[config.mk]
export PLATFORM = sky130hd
export DESIGN_NAME = spipr_port
export DESIGN_NICKNAME = d
export VERILOG_FILES = /design/src/spipr_pkg.sv /design/src/spipr_port.sv
export SDC_FILE = /design/constraint.sdc
export NUM_CORES = 1
export LEC_CHECK = 0
export BUFFER_PORTS_ARGS = -buffer_cell sky130_fd_sc_hd__buf_2
export CAP_MARGIN = 25
export CORE_ASPECT_RATIO = 1.1
export CORE_MARGIN = 5
export CORE_UTILIZATION = 60
export CTS_CLUSTER_DIAMETER = 100
export CTS_CLUSTER_SIZE = 16
export DETAILED_ROUTE_END_ITERATION = 6
export GPL_ROUTABILITY_DRIVEN = 1
export HOLD_SLACK_MARGIN = 0.08
export PLACE_DENSITY = 0.82
export SETUP_SLACK_MARGIN = 0.4
export SYNTH_ARGS = -nofsm -noshare
export SYNTH_HDL_FRONTEND = slang
export SYNTH_SLANG_ARGS = --single-unit
[constraint.sdc]
create_clock -name ref_clk -period 7.43 [get_ports ref_clk]
set_clock_uncertainty 0.15 [all_clocks]
set_input_delay 0.743 -clock ref_clk [delete_from_list [all_inputs] [get_ports ref_clk]]
set_output_delay 0.743 -clock ref_clk [all_outputs]
set_load 0.01 [all_outputs]
[src/spipr_pkg.sv]
package spipr_pkg;

    // Offsets of the page select registers inside the command offset field.
    localparam logic [6:0]  PAGE_SHORT_BASE  = 7'h7C;
    localparam logic [14:0] PAGE_LONG_BASE   = 15'h7FFD;

    // Reset values of the page select registers.
    localparam logic [31:0] PAGE_SHORT_RESET = 32'h00000000;
    localparam logic [23:0] PAGE_LONG_RESET  = 24'h000000;

    // Field positions inside the first command byte.
    localparam int          DIR_BIT          = 7;
    localparam logic        DIR_READ         = 1'b1;

    // Bit counter value of the last bit of a byte.
    localparam logic [2:0]  LAST_BIT         = 3'h7;

    // Configuration reset values: four-wire, rising edge, no delay, 1B.
    localparam logic        CFG_RESET        = 1'b0;

    // Transfer phases of one chip select frame.
    typedef enum logic [1:0] {
        PH_CMD_HI = 2'b00,
        PH_CMD_LO = 2'b01,
        PH_DATA   = 2'b10
    } spipr_phase_t;

endpackage : spipr_pkg

[src/spipr_port.sv]
module spipr_port (
    input  wire logic        ref_clk,
    input  wire logic        reset_n,
    input  wire logic        spi_sclk,
    input  wire logic        spi_cs_n,
    input  wire logic        serial_data_in,
    input  wire logic        sdio_in,
    output logic             sdio_out,
    output logic             sdio_oe,
    input  wire logic        cfg_three_wire,
    input  wire logic        cfg_sample_falling,
    input  wire logic        cfg_read_delay,
    input  wire logic        cfg_two_byte,
    output logic [15:0]      reg_addr,
    output logic [7:0]       reg_wdata,
    output logic             reg_wr,
    output logic             reg_rd,
    input  wire logic [7:0]  reg_rdata
);

    logic [2:0]              sclk_s;
    logic [1:0]              cs_s, sdi_s, sdio_s;
    logic                    mode_three, mode_fall, mode_delay, mode_two;
    logic [2:0]              bit_cnt;
    logic [6:0]              rx_sh;
    logic [14:0]             ptr;
    spipr_pkg::spipr_phase_t phase;
    logic [31:0]             page_short;
    logic [23:0]             page_long;
    logic                    is_read, fetch_go, fetch2, fetch3, launch_pend;
    logic [7:0]              tx_byte;

    // True when the offset hits one of the page select bytes.
    function automatic logic is_page(input logic [14:0] p,
                                     input logic two);
        is_page = two ? (p >= spipr_pkg::PAGE_LONG_BASE)
                      : (p[6:0] >= spipr_pkg::PAGE_SHORT_BASE);
    endfunction : is_page

    // Byte index inside the page select register for a page offset.
    function automatic logic [1:0] page_idx(input logic [14:0] p,
                                            input logic two);
        page_idx = two ? (p[1:0] - 2'h1) : p[1:0];
    endfunction : page_idx

    // Full register address from page bits and the offset pointer.
    function automatic logic [15:0] full_addr(input logic [14:0] p,
                                              input logic two,
                                              input logic [31:0] ps,
                                              input logic [23:0] pl);
        full_addr = two ? {pl[7], p} : {ps[15:8], ps[7], p[6:0]};
    endfunction : full_addr

    // Pin inputs pass two flip-flops; the clock keeps a third for edges.
    always_ff @(posedge ref_clk or negedge reset_n) begin
        if (!reset_n) begin
            sclk_s <= 3'h0;
            cs_s   <= 2'h3;
            sdi_s  <= 2'h0;
            sdio_s <= 2'h0;
        end else begin
            sclk_s <= {sclk_s[1:0], spi_sclk};
            cs_s   <= {cs_s[0], spi_cs_n};
            sdi_s  <= {sdi_s[0], serial_data_in};
            sdio_s <= {sdio_s[0], sdio_in};
        end
    end

    // Configuration copies start in four-wire, rising, no delay, 1B.
    always_ff @(posedge ref_clk or negedge reset_n) begin
        if (!reset_n) begin
            mode_three <= spipr_pkg::CFG_RESET;
            mode_fall  <= spipr_pkg::CFG_RESET;
            mode_delay <= spipr_pkg::CFG_RESET;
            mode_two   <= spipr_pkg::CFG_RESET;
        end else begin
            mode_three <= cfg_three_wire;
            mode_fall  <= cfg_sample_falling;
            mode_delay <= cfg_read_delay;
            mode_two   <= cfg_two_byte;
        end
    end

    logic       cs_act, sclk_rise, sclk_fall, sample_edge, launch_edge;
    logic       din, byte_done, rd_now, enter_data;
    logic [7:0] rx_byte;

    // Edge selection, data pin selection and byte framing.
    assign cs_act      = ~cs_s[1];
    assign sclk_rise   = sclk_s[1] & ~sclk_s[2];
    assign sclk_fall   = ~sclk_s[1] & sclk_s[2];
    assign sample_edge = mode_fall ? sclk_fall : sclk_rise;
    assign launch_edge = mode_delay ? (mode_fall ? sclk_rise : sclk_fall)
                                    : sample_edge;
    assign din         = mode_three ? sdio_s[1] : sdi_s[1];
    assign rx_byte     = {rx_sh, din};
    assign byte_done   = cs_act & sample_edge
                         & (bit_cnt == spipr_pkg::LAST_BIT);
    assign rd_now      = (phase == spipr_pkg::PH_CMD_HI)
                         ? (rx_byte[spipr_pkg::DIR_BIT] == spipr_pkg::DIR_READ)
                         : is_read;
    assign enter_data  = byte_done & (((phase == spipr_pkg::PH_CMD_HI)
                         & ~mode_two) | (phase == spipr_pkg::PH_CMD_LO));

    // Bit counter and receive shifter; a frame end drops a partial byte.
    always_ff @(posedge ref_clk or negedge reset_n) begin
        if (!reset_n) begin
            bit_cnt <= 3'h0;
            rx_sh   <= 7'h00;
        end else if (!cs_act) begin
            bit_cnt <= 3'h0;
            rx_sh   <= 7'h00;
        end else if (sample_edge) begin
            bit_cnt <= bit_cnt + 3'h1;
            rx_sh   <= rx_byte[6:0];
        end
    end

    // Command decode and the auto-incrementing offset pointer.
    always_ff @(posedge ref_clk or negedge reset_n) begin
        if (!reset_n) begin
            phase   <= spipr_pkg::PH_CMD_HI;
            is_read <= 1'b0;
            ptr     <= 15'h0000;
        end else if (!cs_act) begin
            phase   <= spipr_pkg::PH_CMD_HI;
        end else if (byte_done) begin
            case (phase)
                spipr_pkg::PH_CMD_HI: begin
                    is_read <= rd_now;
                    if (mode_two) begin
                        ptr   <= {rx_byte[6:0], 8'h00};
                        phase <= spipr_pkg::PH_CMD_LO;
                    end else begin
                        ptr   <= {8'h00, rx_byte[6:0]};
                        phase <= spipr_pkg::PH_DATA;
                    end
                end
                spipr_pkg::PH_CMD_LO: begin
                    ptr[7:0] <= rx_byte;
                    phase    <= spipr_pkg::PH_DATA;
                end
                spipr_pkg::PH_DATA: begin
                    ptr <= ptr + 15'h0001;
                end
                default: begin
                    phase <= spipr_pkg::PH_CMD_HI;
                end
            endcase
        end
    end

    // Page select registers take write bytes aimed at their offsets.
    always_ff @(posedge ref_clk or negedge reset_n) begin
        if (!reset_n) begin
            page_short <= spipr_pkg::PAGE_SHORT_RESET;
            page_long  <= spipr_pkg::PAGE_LONG_RESET;
        end else if (byte_done && phase == spipr_pkg::PH_DATA && !is_read
                     && is_page(ptr, mode_two)) begin
            if (mode_two) begin
                page_long[{page_idx(ptr, 1'b1), 3'h0} +: 8] <= rx_byte;
            end else begin
                page_short[{page_idx(ptr, 1'b0), 3'h0} +: 8] <= rx_byte;
            end
        end
    end

    // Register port: write strobes, read strobes and the composed address.
    always_ff @(posedge ref_clk or negedge reset_n) begin
        if (!reset_n) begin
            reg_addr  <= 16'h0000;
            reg_wdata <= 8'h00;
            reg_wr    <= 1'b0;
            reg_rd    <= 1'b0;
        end else begin
            reg_wr <= 1'b0;
            reg_rd <= 1'b0;
            if (byte_done && phase == spipr_pkg::PH_DATA && !is_read
                && !is_page(ptr, mode_two)) begin
                reg_addr  <= full_addr(ptr, mode_two, page_short, page_long);
                reg_wdata <= rx_byte;
                reg_wr    <= 1'b1;
            end else if (fetch_go) begin
                reg_addr <= full_addr(ptr, mode_two, page_short, page_long);
                reg_rd   <= ~is_page(ptr, mode_two);
            end
        end
    end

    // Read fetch: the store answers the cycle after the strobe, so the
    // capture waits one cycle past the strobe cycle.
    always_ff @(posedge ref_clk or negedge reset_n) begin
        if (!reset_n) begin
            fetch_go <= 1'b0;
            fetch2   <= 1'b0;
            fetch3   <= 1'b0;
            tx_byte  <= 8'h00;
        end else begin
            fetch_go <= byte_done & rd_now
                        & (enter_data | (phase == spipr_pkg::PH_DATA));
            fetch2   <= fetch_go;
            fetch3   <= fetch2;
            if (fetch3) begin
                if (is_page(ptr, mode_two)) begin
                    tx_byte <= mode_two
                        ? page_long[{page_idx(ptr, 1'b1), 3'h0} +: 8]
                        : page_short[{page_idx(ptr, 1'b0), 3'h0} +: 8];
                end else begin
                    tx_byte <= reg_rdata;
                end
            end
        end
    end

    // Launch of read bits on the chosen edge, waiting out a pending fetch.
    always_ff @(posedge ref_clk or negedge reset_n) begin
        if (!reset_n) begin
            launch_pend <= 1'b0;
            sdio_out    <= 1'b0;
        end else if (!cs_act) begin
            launch_pend <= 1'b0;
        end else if (launch_edge && rd_now
                     && (enter_data || phase == spipr_pkg::PH_DATA)) begin
            launch_pend <= 1'b1;
        end else if (launch_pend && !fetch_go && !fetch2 && !fetch3) begin
            launch_pend <= 1'b0;
            sdio_out    <= tx_byte[3'h7 - bit_cnt];
        end
    end

    // The data pin is driven only during read data of an active frame.
    always_ff @(posedge ref_clk or negedge reset_n) begin
        if (!reset_n) begin
            sdio_oe <= 1'b0;
        end else begin
            sdio_oe <= cs_act & is_read & (phase == spipr_pkg::PH_DATA);
        end
    end
endmodule : spipr_port

## Yosys cells after proc, flatten, opt, wreduce, memory -nomap -nowiden

Cells that the tools add are included.

| cells by class | value |
|---|---|
| eq/ne operators | 4 |
| magnitude comparators | 3 |
| reduce and logical (&&, ||, !) cells | 29 |
| shifts and indexed selects | 6 |
| multiplexer cells | 32 |
| $add $sub $neg | 6 |
| bitwise logic cells | 18 |

Operator list:

| operator | number |
|---|---|
| 16-bit two-way mux | 3 |
| 32-bit bitwise mux | 1 |
| 8-bit by 7-bit variable shift with 32-bit output (first input constant) | 1 |
| 32-bit by 6-bit variable part select with 8-bit output | 1 |
| 8-bit by 7-bit variable part select with 32-bit output | 1 |
| 24-bit bitwise mux | 1 |
| 8-bit case mux with 3 select lines | 1 |
| 8-bit by 7-bit variable shift with 24-bit output (first input constant) | 1 |
| 24-bit by 6-bit variable part select with 8-bit output | 1 |
| 8-bit by 7-bit variable part select with 24-bit output | 1 |
| 8-bit two-way mux | 2 |
| 15-bit by 1-bit adder with 15-bit output (second input constant) | 1 |
| 15-bit greater-or-equal comparator (second input constant) | 1 |
| 15-bit two-way mux | 1 |
| 7-bit two-way mux | 2 |
| 5-bit negation with 7-bit output | 2 |
| 7-bit case mux with 2 select lines | 1 |
| 1-bit two-way mux | 13 |
| 3-bit AND reduction | 4 |
| 1-bit AND | 10 |
| 1-bit logical AND | 9 |
| 2-bit nonzero test | 4 |
| 7-bit greater-or-equal comparator (second input constant) | 1 |
| 2-bit two-way mux | 3 |
| 18 further kinds | 32 |

| storage, ports and cells | value |
|---|---|
| register bits | 137 |
| word-level logic and storage cells | 125 |
| input port bits | 18 |

## Longest topological paths before layout

Gate-level depths: netlist of run 1.

| logic depth | value |
|---|---|
| word-level depth | 10 |
| gate-level depth with buffers | 10 |
| depth with buffers taken out | 7 |

## Worst setup path before layout of run 1

No wires, ideal clock.

| timing path | value |
|---|---|
| path type | register to register |
| start point | register ptr[1] |
| end point | register reg_addr[10] |
| arrival | 2.306 ns |
| setup slack | 4.886 ns |
| period minus slack after synthesis | 2.544 ns |
| library setup time | 0.087 ns |
| stages on the path, launching flop included | 11 |
| cells stage by stage | dfrtp_1 -> clkbuf_1 -> inv_1 -> ha_1 -> nand2_1 -> a31oi_1 -> a21oi_1 -> clkbuf_1 -> nand2_1 -> buf_2 -> a22oi_1 |

| between the ends | value |
|---|---|
| longest elaborated chain between the ends | 5 |

Ends and longest elaborated chain:

| what | line | RTL |
|---|---|---|
| start, declared | spipr_port.sv:26 | `logic [14:0] ptr;` |
| start signal, assigned | spipr_port.sv:132 | `ptr <= {rx_byte[6:0], 8'h00};` |
| start signal, assigned | spipr_port.sv:135 | `ptr <= {8'h00, rx_byte[6:0]};` |
| start signal, assigned | spipr_port.sv:140 | `ptr[7:0] <= rx_byte;` |
| 15-bit greater-or-equal comparator or 7-bit greater-or-equal comparator (tied branches) | spipr_port.sv:36, spipr_port.sv:37 |  |
| 1-bit two-way mux * | spipr_port.sv:36 | `is_page = two ? (p >= spipr_pkg::PAGE_LONG_BASE)` |
| 1-bit logical NOT * | spipr_port.sv:179 | `&& !is_page(ptr, mode_two)) begin` |
| 1-bit logical AND * | spipr_port.sv:179 |  |
| 16-bit two-way mux or 2-bit nonzero test (tied branches) | n/a |  |
| end signal, assigned | spipr_port.sv:180 | `reg_addr <= full_addr(ptr, mode_two, page_short, page_long);` |
| end signal, assigned | spipr_port.sv:184 | `reg_addr <= full_addr(ptr, mode_two, page_short, page_long);` |
| end, declared | spipr_port.sv:14 | `output logic [15:0] reg_addr,` |

Mark *: on every way between the ends. The rest lies on a longest branch, timed or not.
A chain may end at the register's enable or synchronous reset.

## Worst setup path in the final report of run 1

| timing path | value |
|---|---|
| start point | register ptr[1] |
| end point | register reg_wdata[6] |

| between the ends | value |
|---|---|
| longest elaborated chain between the ends | 4 |

Ends and longest elaborated chain:

| what | line | RTL |
|---|---|---|
| 15-bit greater-or-equal comparator or 7-bit greater-or-equal comparator (tied branches) | spipr_port.sv:36, spipr_port.sv:37 |  |
| 1-bit two-way mux * | spipr_port.sv:36 |  |
| 1-bit logical NOT * | spipr_port.sv:179 |  |
| 1-bit logical AND * | spipr_port.sv:179 |  |
| end signal, assigned | spipr_port.sv:181 | `reg_wdata <= rx_byte;` |
| end, declared | spipr_port.sv:15 | `output logic [7:0] reg_wdata,` |

Marked as above.

==> flow_metrics.env, run 1 <==
export IMPL_p_leak_nw=3.628
export IMPL_synth_common_cells="dfrtp_1, nand2_1, nor2_1"
export IMPL_post_synth_top_area_cell="dfrtp_1"
export IMPL_routed_top_layer="met4"
export IMPL_synth_cells=628
export IMPL_fin_nets=684
export IMPL_cp_top_family="compound AO/OA/AOI/OAI gates"
export IMPL_cts_root_buf="clkbuf_16"
export IMPL_pin_count=46
export IMPL_grt_start_max_net_pins=72
export IMPL_synth_compound_area_frac=0.1324
export IMPL_cts_hold_fix_buffers=0
export IMPL_synthSimpleGateAreaFrac=0.1409
export IMPL_max_freq_mhz=273.8
export IMPL_drc_errors=0
export IMPL_die_h_um=120.5
export IMPL_routedWlPerCell_um=21.00
export IMPL_synth_top_family_by_area="multiplexers"
export IMPL_max_slew_worst_pin_slew_ps=897.9
export IMPL_synth_cell_types=52
export IMPL_ys_ff_latch=137
export IMPL_r2r_start="ptr[1]"
export IMPL_dieWidth_um=110.5
export IMPL_r2r_end="reg_wdata[6]"
export IMPL_outcome="finished clean"
export IMPL_wirelength_mm=17.10
export IMPL_path_clk_slew_ps=60
export IMPL_peakVddDrop_mv=0.1294
export IMPL_period_minus_slack_ps=3652
export IMPL_core_area_sq_um=10910
export IMPL_area_growth_pct=14.59
export IMPL_syn_cell_area_sq_um=6661
export IMPL_p_clk_frac=0.538
export IMPL_cp_cell_sequence="inv_1 > ha_1 > nand2_1 > a31oi_1 > a21oi_1 > nand2_1 > mux2_2"
export IMPL_first_iter_violations=605
export IMPL_synth_seq_area_share=0.5150
export IMPL_dp_hpwl_mm=11.49
export IMPL_power_total_mw=1.736
export IMPL_synth_edf_count=0
export IMPL_dieArea_sq_um=13310
export IMPL_p_sw_frac=0.2094
export IMPL_crit_path_max_fanout=18
export IMPL_comb_power_share=0.025
export IMPL_htree_num_levels=4
export IMPL_clk_latency_ps=420
export IMPL_rr_worst_depth=7
export IMPL_critPathKind="reg2reg"
export IMPL_max_cap_violations=0
export IMPL_relSlewSlack=0.4014
export IMPL_ff2ff_setup_slack_ps=3780
export IMPL_vias=5199
export IMPL_post_cts_resize_count=0
export IMPL_required_ps=7590
export IMPL_synth_adder_area_share=0.02254
export IMPL_whs_ps=83.07
export IMPL_n_antenna_cell=0
export IMPL_fin_setup_tns_ps=0
export IMPL_grt_pass1_vias=5321
export IMPL_cts_tree="built"
export IMPL_antenna_found_initial=0
export IMPL_grt_setup_unrepaired="false"
export IMPL_cp_slowest_cell="dfrtp_1"
export IMPL_crit_top_cell="nand2_1"
export IMPL_synth_flop_cell="dfrtp_1"
export IMPL_cts_buffers=17
export IMPL_synth_xor_xnor_area_share=0.002630
export IMPL_start_util=0.6106
export IMPL_met1_length_mm=7.219
export IMPL_vias_per_cell=6.387
export IMPL_final_area_sq_um=7634
export IMPL_drv_slew=0
export IMPL_period_share=0.4915
export IMPL_clockBufferDepth=2
export IMPL_synthTopCellsByArea="dfrtp_1, mux2_2, mux2i_1"
export IMPL_grt_pass1_wl_mm=27.97
export IMPL_critPathBufInv=1
export IMPL_max_stage_delay_ps=820
export IMPL_grt_usage=0.2669
export IMPL_cts_sinks=137
export IMPL_async_reset_ff_frac=1.000
export IMPL_num_rows=40
export IMPL_io_buffers=45
export IMPL_drtAntennaViolNets=0
export IMPL_cts_setup_buffers=0
export IMPL_p_seq_frac=0.437
export IMPL_synth_avg_cell_area_sq_um=10.61
export IMPL_hp_class="in2async"
export IMPL_power_density_nw_per_um2=227.4
export IMPL_final_core_util=0.6997
export IMPL_wl_met3_mm=1.194
export IMPL_hold_viol=0
export IMPL_gp_congestion=1.013
export IMPL_crit_path_end_kind="register"
export IMPL_yosys_area_top_type_share=0.5071
export IMPL_p_switching_mw=0.3636
export IMPL_placed_cell_area_sq_um=6965
export IMPL_synth_most_common_cell="dfrtp_1"
export IMPL_power_internal_mw=1.372
export IMPL_drive_above_1_share=0.2084
export IMPL_muxShareOfSynthArea=0.1488
export IMPL_dr_pass1_iters=5
export IMPL_critPathLaunchType="register"
export IMPL_critPathArrivalTime_ps=3810
export IMPL_yosys_warnings=0
export IMPL_setup_viol=0
export IMPL_gr_total_overflow=0
export IMPL_routed_wl_met2_mm=8.269
export IMPL_synth_nets=658
## power by group through the flow
stage          clock network [mW]  logic, mW  registers [mW]
6_report                    0.934     0.0437           0.758
3_3_place_gp                    0     0.0399           0.771
2_1_floorplan                   0     0.0196           0.768
3_5_place_dp                    0     0.0433           0.771
4_1_cts                     0.934     0.0439           0.758
5_1_grt                     0.965     0.0491           0.758
## layout make-up
| cell class | count | area (sq um) |
|---|---|---|
| Sequential cell | 137 | 3431 |
| Fill cell | 802 | 3277 |
| Multi-Input combinational cell | 425 | 2979 |
| Clock buffer | 18 | 439.2 |
| Timing Repair Buffer | 51 | 296.5 |
| Clock inverter | 14 | 221.5 |
| Tap cell | 147 | 183.9 |
| Inverter | 22 | 82.58 |
## logic make-up after synthesis
family,Yosys count
AOI/OAI and AO/OA,127
xor gates and xnor gates,2
adders and majority gates,12
buffers and inverters,66
DFF,137
muxes,82
and+or+nand+nor,202
## metal layers
| metal | up-vias | GRT usage |
|---|---|---|
| li1 | 2301 | - |
| met1 | 2609 | 0.3651 |
| met2 | 253 | 0.4234 |
| met3 | 36 | 0.05606 |
| met4 | 0 | 0.1016 |
| met5 | - | 0 |
## cells in the final DEF, fill, tap and decap left out, types with 5 or more instances in the layout
master,n
inv_1,21
bufinv_16,5
mux2_2,36
a31oi_1,11
o31ai_1,22
o211ai_1,8
clkbuf_16,17
nand3_1,14
buf_2,44
a21oi_1,17
o21ai_0,25
nor2_1,48
and3_1,9
nand2b_1,13
mux2i_1,36
a221o_1,9
mux4_2,10
nand2_1,81
dfrtp_1,135
ha_1,12
a22oi_1,9
nor3_1,13
buf_4,5
## sequential cells by signal (all words and copies together), names as in the netlist, 2 cells and up
signal,cells
bit_cnt,3
cs_s,2
page_long,24
page_short,32
phase,2
ptr,15
reg_addr,16
reg_wdata,8
rx_sh,7
sclk_s,3
sdi_s,2
sdio_s,2
tx_byte,8
## worst reg2reg max path: stages, from the launching register on
cell and delay [ps]:
dfrtp_1 820, inv_1 220, ha_1 290, nand2_1 80, a31oi_1 120, a21oi_1 740, nand2_1 650, mux2_2 470
## worst max path at each step
stage                      start      endpoint  cells after the start
final                     ptr[1]  reg_wdata[6]                      7
after floorplan           ptr[1]  reg_addr[10]                     10
after CTS                 ptr[1]  reg_wdata[6]                      7
after global routing      ptr[1]  reg_wdata[2]                      7
after global placement    ptr[1]  reg_wdata[6]                      7
after detailed placement  ptr[1]  reg_wdata[7]                      7
## metrics by stage
stage | setup WS (ps) | cells
finish | 3778 | 814
CTS | 3779 | 813
global route | 3511 | 814
floorplan | 4886 | 628
global placement | 3963 | 780
detailed placement | 3812 | 781
(Power assumes the default switching activity.)
==> run 2: changes to the inputs <==
--- a/config.mk
+++ b/config.mk
@@ -9,13 +9,13 @@
 export CAP_MARGIN = 25
 export CORE_ASPECT_RATIO = 1.1
 export CORE_MARGIN = 5
-export CORE_UTILIZATION = 60
+export CORE_UTILIZATION = 55
 export CTS_CLUSTER_DIAMETER = 100
 export CTS_CLUSTER_SIZE = 16
 export DETAILED_ROUTE_END_ITERATION = 6
 export GPL_ROUTABILITY_DRIVEN = 1
 export HOLD_SLACK_MARGIN = 0.08
-export PLACE_DENSITY = 0.82
+export PLACE_DENSITY = 0.8
 export SETUP_SLACK_MARGIN = 0.4
 export SYNTH_ARGS = -nofsm -noshare
 export SYNTH_HDL_FRONTEND = slang
==> constraint.sdc (replaced) <==
create_clock -name ref_clk -period 3 [get_ports ref_clk]
set_clock_uncertainty 0.15 [all_clocks]
set_input_delay 0.3 -clock ref_clk [delete_from_list [all_inputs] [get_ports ref_clk]]
set_output_delay 0.3 -clock ref_clk [all_outputs]
set_load 0.01 [all_outputs]
==> flow_metrics.env, run 2 (synthesis results as in run 1) <==
export IMPL_critPathLaunchType="register"
export IMPL_cts_buffers=17
export IMPL_crit_path_max_fanout=12
export IMPL_cp_cell_sequence="buf_4 > clkinv_1 > a21oi_1 > o21ai_0 > a21oi_1 > mux2_2"
export IMPL_routedWlPerCell_um=21.12
export IMPL_gp_congestion=0.9390
export IMPL_period_share=0.8672
export IMPL_stdcell_count=854
export IMPL_pin_count=46
export IMPL_max_stage_delay_ps=530
export IMPL_cts_root_buf="clkbuf_16"
export IMPL_cp_slowest_cell="dfrtp_1"
export IMPL_area_growth_pct=19.18
export IMPL_r2r_end="sdio_out"
export IMPL_vias_per_cell=6.247
export IMPL_max_slew_worst_pin_slew_ps=691.5
export IMPL_n_fill_cell=837
export IMPL_p_clk_frac=0.544
export IMPL_grt_start_max_net_pins=75
export IMPL_multi_input_area_sq_um=2988
export IMPL_grt_pass1_vias=5472
export IMPL_outcome="finished clean"
export IMPL_period_minus_slack_ps=2602
export IMPL_largestRegisters="page_short: 32 flops, page_long: 24 flops, reg_addr: 16 flops"
export IMPL_drtAntennaViolNets=0
export IMPL_clk_latency_ps=430
export IMPL_clockBufferDepth=2
export IMPL_required_ps=3160
export IMPL_antenna_found_initial=0
export IMPL_drv_slew=0
export IMPL_fin_setup_tns_ps=0
export IMPL_crit_top_cell="a21oi_1"
export IMPL_p_leak_nw=3.783
export IMPL_dieArea_sq_um=14420
export IMPL_hp_class="reg2reg"
export IMPL_max_cap_violations=0
export IMPL_min_path_cells=0
export IMPL_crit_path_end_kind="register"
export IMPL_largest_reg_flops=32
export IMPL_dpl_cell_count=803
export IMPL_comb_power_share=0.028
export IMPL_p_sw_frac=0.2103
export IMPL_hold_start="sdi_s[0]"
export IMPL_startpoint="mode_two"
export IMPL_htree_num_levels=4
export IMPL_die_h_um=125.4
export IMPL_hold_viol=0
export IMPL_dieWidth_um=114.9
export IMPL_cts_sinks=137
export IMPL_start_util=0.5584
export IMPL_mostFrequentLayoutCells="dfrtp_1, nand2_1, nor2_1"
export IMPL_relSlewSlack=0.5390
export IMPL_dp_hpwl_mm=11.91
export IMPL_drc_errors=0
export IMPL_rr_worst_depth=6
export IMPL_grt_setup_unrepaired="false"
export IMPL_fin_nets=718
export IMPL_setup_viol=0
export IMPL_register_area_sq_um=3431
export IMPL_ff2ff_setup_slack_ps=400
export IMPL_gr_total_overflow=0
export IMPL_critPathKind="reg2reg"
export IMPL_critPathArrivalTime_ps=2760
export IMPL_first_iter_violations=678
export IMPL_p_seq_frac=0.427
export IMPL_grt_usage=0.2594
export IMPL_r2r_start="mode_two"
export IMPL_power_internal_mw=3.473
export IMPL_dr_pass1_iters=6
export IMPL_cts_tree="built"
export IMPL_layout_commonest_cell="dfrtp_1"
export IMPL_power_density_nw_per_um2=553.9
export IMPL_core_area_sq_um=11930
export IMPL_path_clk_slew_ps=60
export IMPL_wirelength_mm=18.03
export IMPL_p_switching_mw=0.9247
export IMPL_largest_register="page_short"
export IMPL_drive_above_1_share=0.2257
export IMPL_max_freq_mhz=384.4
export IMPL_final_core_util=0.6655
export IMPL_grt_pass1_wl_mm=29.11
export IMPL_io_buffers=45
export IMPL_n_antenna_cell=0
export IMPL_worstHoldEndpoint="sdi_s[1]"
export IMPL_peakVddDrop_mv=0.3921
export IMPL_num_rows=42
export IMPL_vias=5335
run 2: repair_timing:
item | 4_1_cts | 5_1_grt
buffers inserted | 0 | 3
hold endpoints to repair | 85 | 0
setup endpoints to repair | 0 | 50
gates resized for setup | 0 | 3
hold buffers | 17 | 0
run 2: critical path, delay by kind of cell, from the launching register on:
family / cells / cell delay, ps
DFF: 1 / 530
buffers and inverters: 2 / 590
muxes: 1 / 350
AOI/OAI and AO/OA: 3 / 860
run 2: cell type report:
class	count	share of cell area
clock buffers	17	0.05359
clock inverters	14	0.03089
inverters	22	0.01040
multi-input cells	425	0.3764
flip-flops and latches	137	0.4322
well taps	154	0.02427
repair buffers	85	0.07234
run 2: per-layer routing:
layer  vias up  share of wire  track usage
met3        49          0.092      0.05993
met5         -              0            0
li1       2365              -            -
met1      2633           0.40       0.3497
met2       288           0.48       0.3951
met4         0          0.034       0.1257
run 2: how the worst max path moves through the flow:
stage          slack (ps)             end
2_1_floorplan         460    reg_addr[10]
3_3_place_gp          550          ptr[6]
3_5_place_dp          460          ptr[6]
4_1_cts               410  page_short[26]
5_1_grt               330        sdio_out
6_report              400        sdio_out
run 2: power groups by stage:
stage | Combinational, mW | Sequential, mW | Clock (mW)
floorplan | 0.0485 | 1.90 | 0
global placement | 0.103 | 1.91 | 0
detailed placement | 0.107 | 1.91 | 0
CTS | 0.125 | 1.88 | 2.41
global route | 0.138 | 1.88 | 2.50
finish | 0.124 | 1.88 | 2.39
run 2: per-stage QoR:
step	hold WS, ps	setup slack, ps	power, mW	instance area (sq um)
3_3_place_gp	182.1	547.4	2.014	7067
3_5_place_dp	186.3	461.4	2.019	7067
2_1_floorplan	-145.6	456.4	1.950	6661
5_1_grt	213.6	327.5	4.518	7939
4_1_cts	199.2	411.1	4.410	7908
6_report	199.0	398.4	4.398	7939
==> run 3: changes to the inputs <==
--- a/config.mk
+++ b/config.mk
@@ -9,13 +9,13 @@
 export CAP_MARGIN = 25
 export CORE_ASPECT_RATIO = 1.1
 export CORE_MARGIN = 5
-export CORE_UTILIZATION = 55
+export CORE_UTILIZATION = 60
 export CTS_CLUSTER_DIAMETER = 100
 export CTS_CLUSTER_SIZE = 16
 export DETAILED_ROUTE_END_ITERATION = 6
 export GPL_ROUTABILITY_DRIVEN = 1
 export HOLD_SLACK_MARGIN = 0.08
-export PLACE_DENSITY = 0.8
+export PLACE_DENSITY = 0.82
 export SETUP_SLACK_MARGIN = 0.4
 export SYNTH_ARGS = -nofsm -noshare
 export SYNTH_HDL_FRONTEND = slang
==> constraint.sdc (replaced) <==
create_clock -name ref_clk -period 3.09 [get_ports ref_clk]
set_clock_uncertainty 0.15 [all_clocks]
set_input_delay 0 -clock ref_clk [delete_from_list [all_inputs] [get_ports ref_clk]]
set_output_delay 0 -clock ref_clk [all_outputs]
set_load 0.01 [all_outputs]
==> flow_metrics.env, run 3 (synthesis results as in run 1) <==
export IMPL_dp_slack_ps=578.7
export IMPL_start_util=0.6106
export IMPL_path_clk_slew_ps=60
export IMPL_routed_wl_met2_mm=8.691
export IMPL_area_growth_pct=19.01
export IMPL_grt_pass1_vias=5712
export IMPL_cts_setup_buffers=0
export IMPL_worst_slack_ps=536.6
export IMPL_hold_viol=0
export IMPL_required_ps=3250
export IMPL_cp_cell_sequence="ha_1 > ha_1 > nand3b_1 > a211oi_4 > nand4_2 > mux2_2"
export IMPL_largest_register="page_short"
export IMPL_first_iter_violations=499
export IMPL_critPathKind="reg2reg"
export IMPL_period_share=0.8263
export IMPL_grt_start_max_net_pins=85
export IMPL_io_buffers=45
export IMPL_final_core_util=0.7266
export IMPL_dpl_cell_count=794
export IMPL_vias=5343
export IMPL_crit_path_end_kind="register"
export IMPL_routed_top_layer="met4"
export IMPL_max_cap_violations=0
export IMPL_grt_setup_unrepaired="false"
export IMPL_wl_met3_mm=1.262
export IMPL_routedWlPerCell_um=21.21
export IMPL_vias_per_cell=6.278
export IMPL_drc_errors=0
export IMPL_cts_tree="built"
export IMPL_drv_slew=0
export IMPL_max_stage_delay_ps=570
export IMPL_critPathArrivalTime_ps=2710
export IMPL_whs_ps=125.8
export IMPL_dp_hpwl_mm=11.80
export IMPL_peakVddDrop_mv=0.5021
export IMPL_core_area_sq_um=10910
export IMPL_num_rows=40
export IMPL_dr_pass1_iters=5
export IMPL_dieArea_sq_um=13310
export IMPL_clockBufferDepth=2
export IMPL_setup_viol=0
export IMPL_path_depth=6
export IMPL_power_density_nw_per_um2=501.0
export IMPL_clk_latency_ps=430
export IMPL_cp_top_family="compound AO/OA/AOI/OAI gates"
export IMPL_largest_reg_flops=32
export IMPL_crit_path_max_fanout=10
export IMPL_n_antenna_cell=0
export IMPL_min_path_cells=2
export IMPL_mostFrequentLayoutCells="dfrtp_1, nand2_1, nor2_1"
export IMPL_grt_usage=0.2887
export IMPL_max_freq_mhz=391.6
export IMPL_fin_setup_tns_ps=0
export IMPL_cp_slowest_cell="a211oi_4"
export IMPL_layout_commonest_cell="dfrtp_1"
export IMPL_relSlewSlack=0.5628
export IMPL_max_slew_worst_pin_slew_ps=655.9
export IMPL_largestRegisters="page_short: 32 flops, page_long: 24 flops, reg_addr: 16 flops"
export IMPL_outcome="finished clean"
export IMPL_stdcell_count=851
export IMPL_wirelength_mm=18.05
export IMPL_pin_count=46
export IMPL_critPathBufInv=0
export IMPL_placed_cell_area_sq_um=7056
export IMPL_die_h_um=120.5
export IMPL_met1_length_mm=7.256
export IMPL_gp_congestion=0.9432
export IMPL_antenna_found_initial=0
export IMPL_power_total_mw=3.972
export IMPL_rr_worst_depth=6
export IMPL_drtAntennaViolNets=0
export IMPL_drive_above_1_share=0.2159
export IMPL_grt_pass1_wl_mm=29.81
export IMPL_cts_sinks=137
export IMPL_dieWidth_um=110.5
export IMPL_fin_nets=722
export IMPL_htree_num_levels=4
export IMPL_critPathLaunchType="register"
export IMPL_cts_buffers=17
export IMPL_p_leak_nw=3.754
export IMPL_gr_total_overflow=0
export IMPL_crit_top_cell="ha_1"
export IMPL_cts_root_buf="clkbuf_16"
export IMPL_final_area_sq_um=7928
export IMPL_period_minus_slack_ps=2553
export IMPL_hp_class="in2reg"
==> run 3: changes by cell type in the layout (fill, tap and decap cells not counted), moves of 2 or more <==
cell | before | now
dlygate4sd3_1 | 17 | 25
bufinv_16 | 6 | 2
clkinv_4 | 3 | 1
buf_4 | 23 | 17
clkinvlp_4 | 1 | 6
==> run 3: worst paths after layout <==
path                                      from       endpoint  slack (ps)
worst max-delay path                bit_cnt[0]   page_long[8]         540
worst min-delay path            cfg_three_wire     mode_three         130
worst max register to register      bit_cnt[0]   page_long[8]         540
worst min register to register        sdi_s[0]       sdi_s[1]         200
max in group asynchronous              reset_n        cs_s[1]        1840
min in group asynchronous              reset_n  page_short[4]         490
==> run 3: timing repair <==
action,4_1_cts,5_1_grt
gates resized for setup,0,2
setup endpoints to repair,0,3
hold buffers,26,0
endpoints found under the hold margin,151,0
==> run 3: routing by layer <==
layer  up-vias  GRT usage
met1      2658     0.3594
met2       237     0.4583
met3        72    0.07007
li1       2376          -
met4         0     0.1755
met5         -          0
==> run 3: power by group <==
part | internal [mW] | leakage, nW | switching (mW)
logic | 0.0591 | 1.65 | 0.0735
registers | 1.81 | 1.84 | 0.0182
clock network | 1.21 | 0.267 | 0.805
==> run 3: final cells by class <==
class / count / area, sq um
Sequential cell: 137 / 3431
Multi-Input combinational cell: 425 / 2989
Fill cell: 768 / 2983
Timing Repair Buffer: 89 / 656.9
Clock buffer: 18 / 439.2
Tap cell: 147 / 183.9
Clock inverter: 13 / 145.1
Inverter: 22 / 82.58
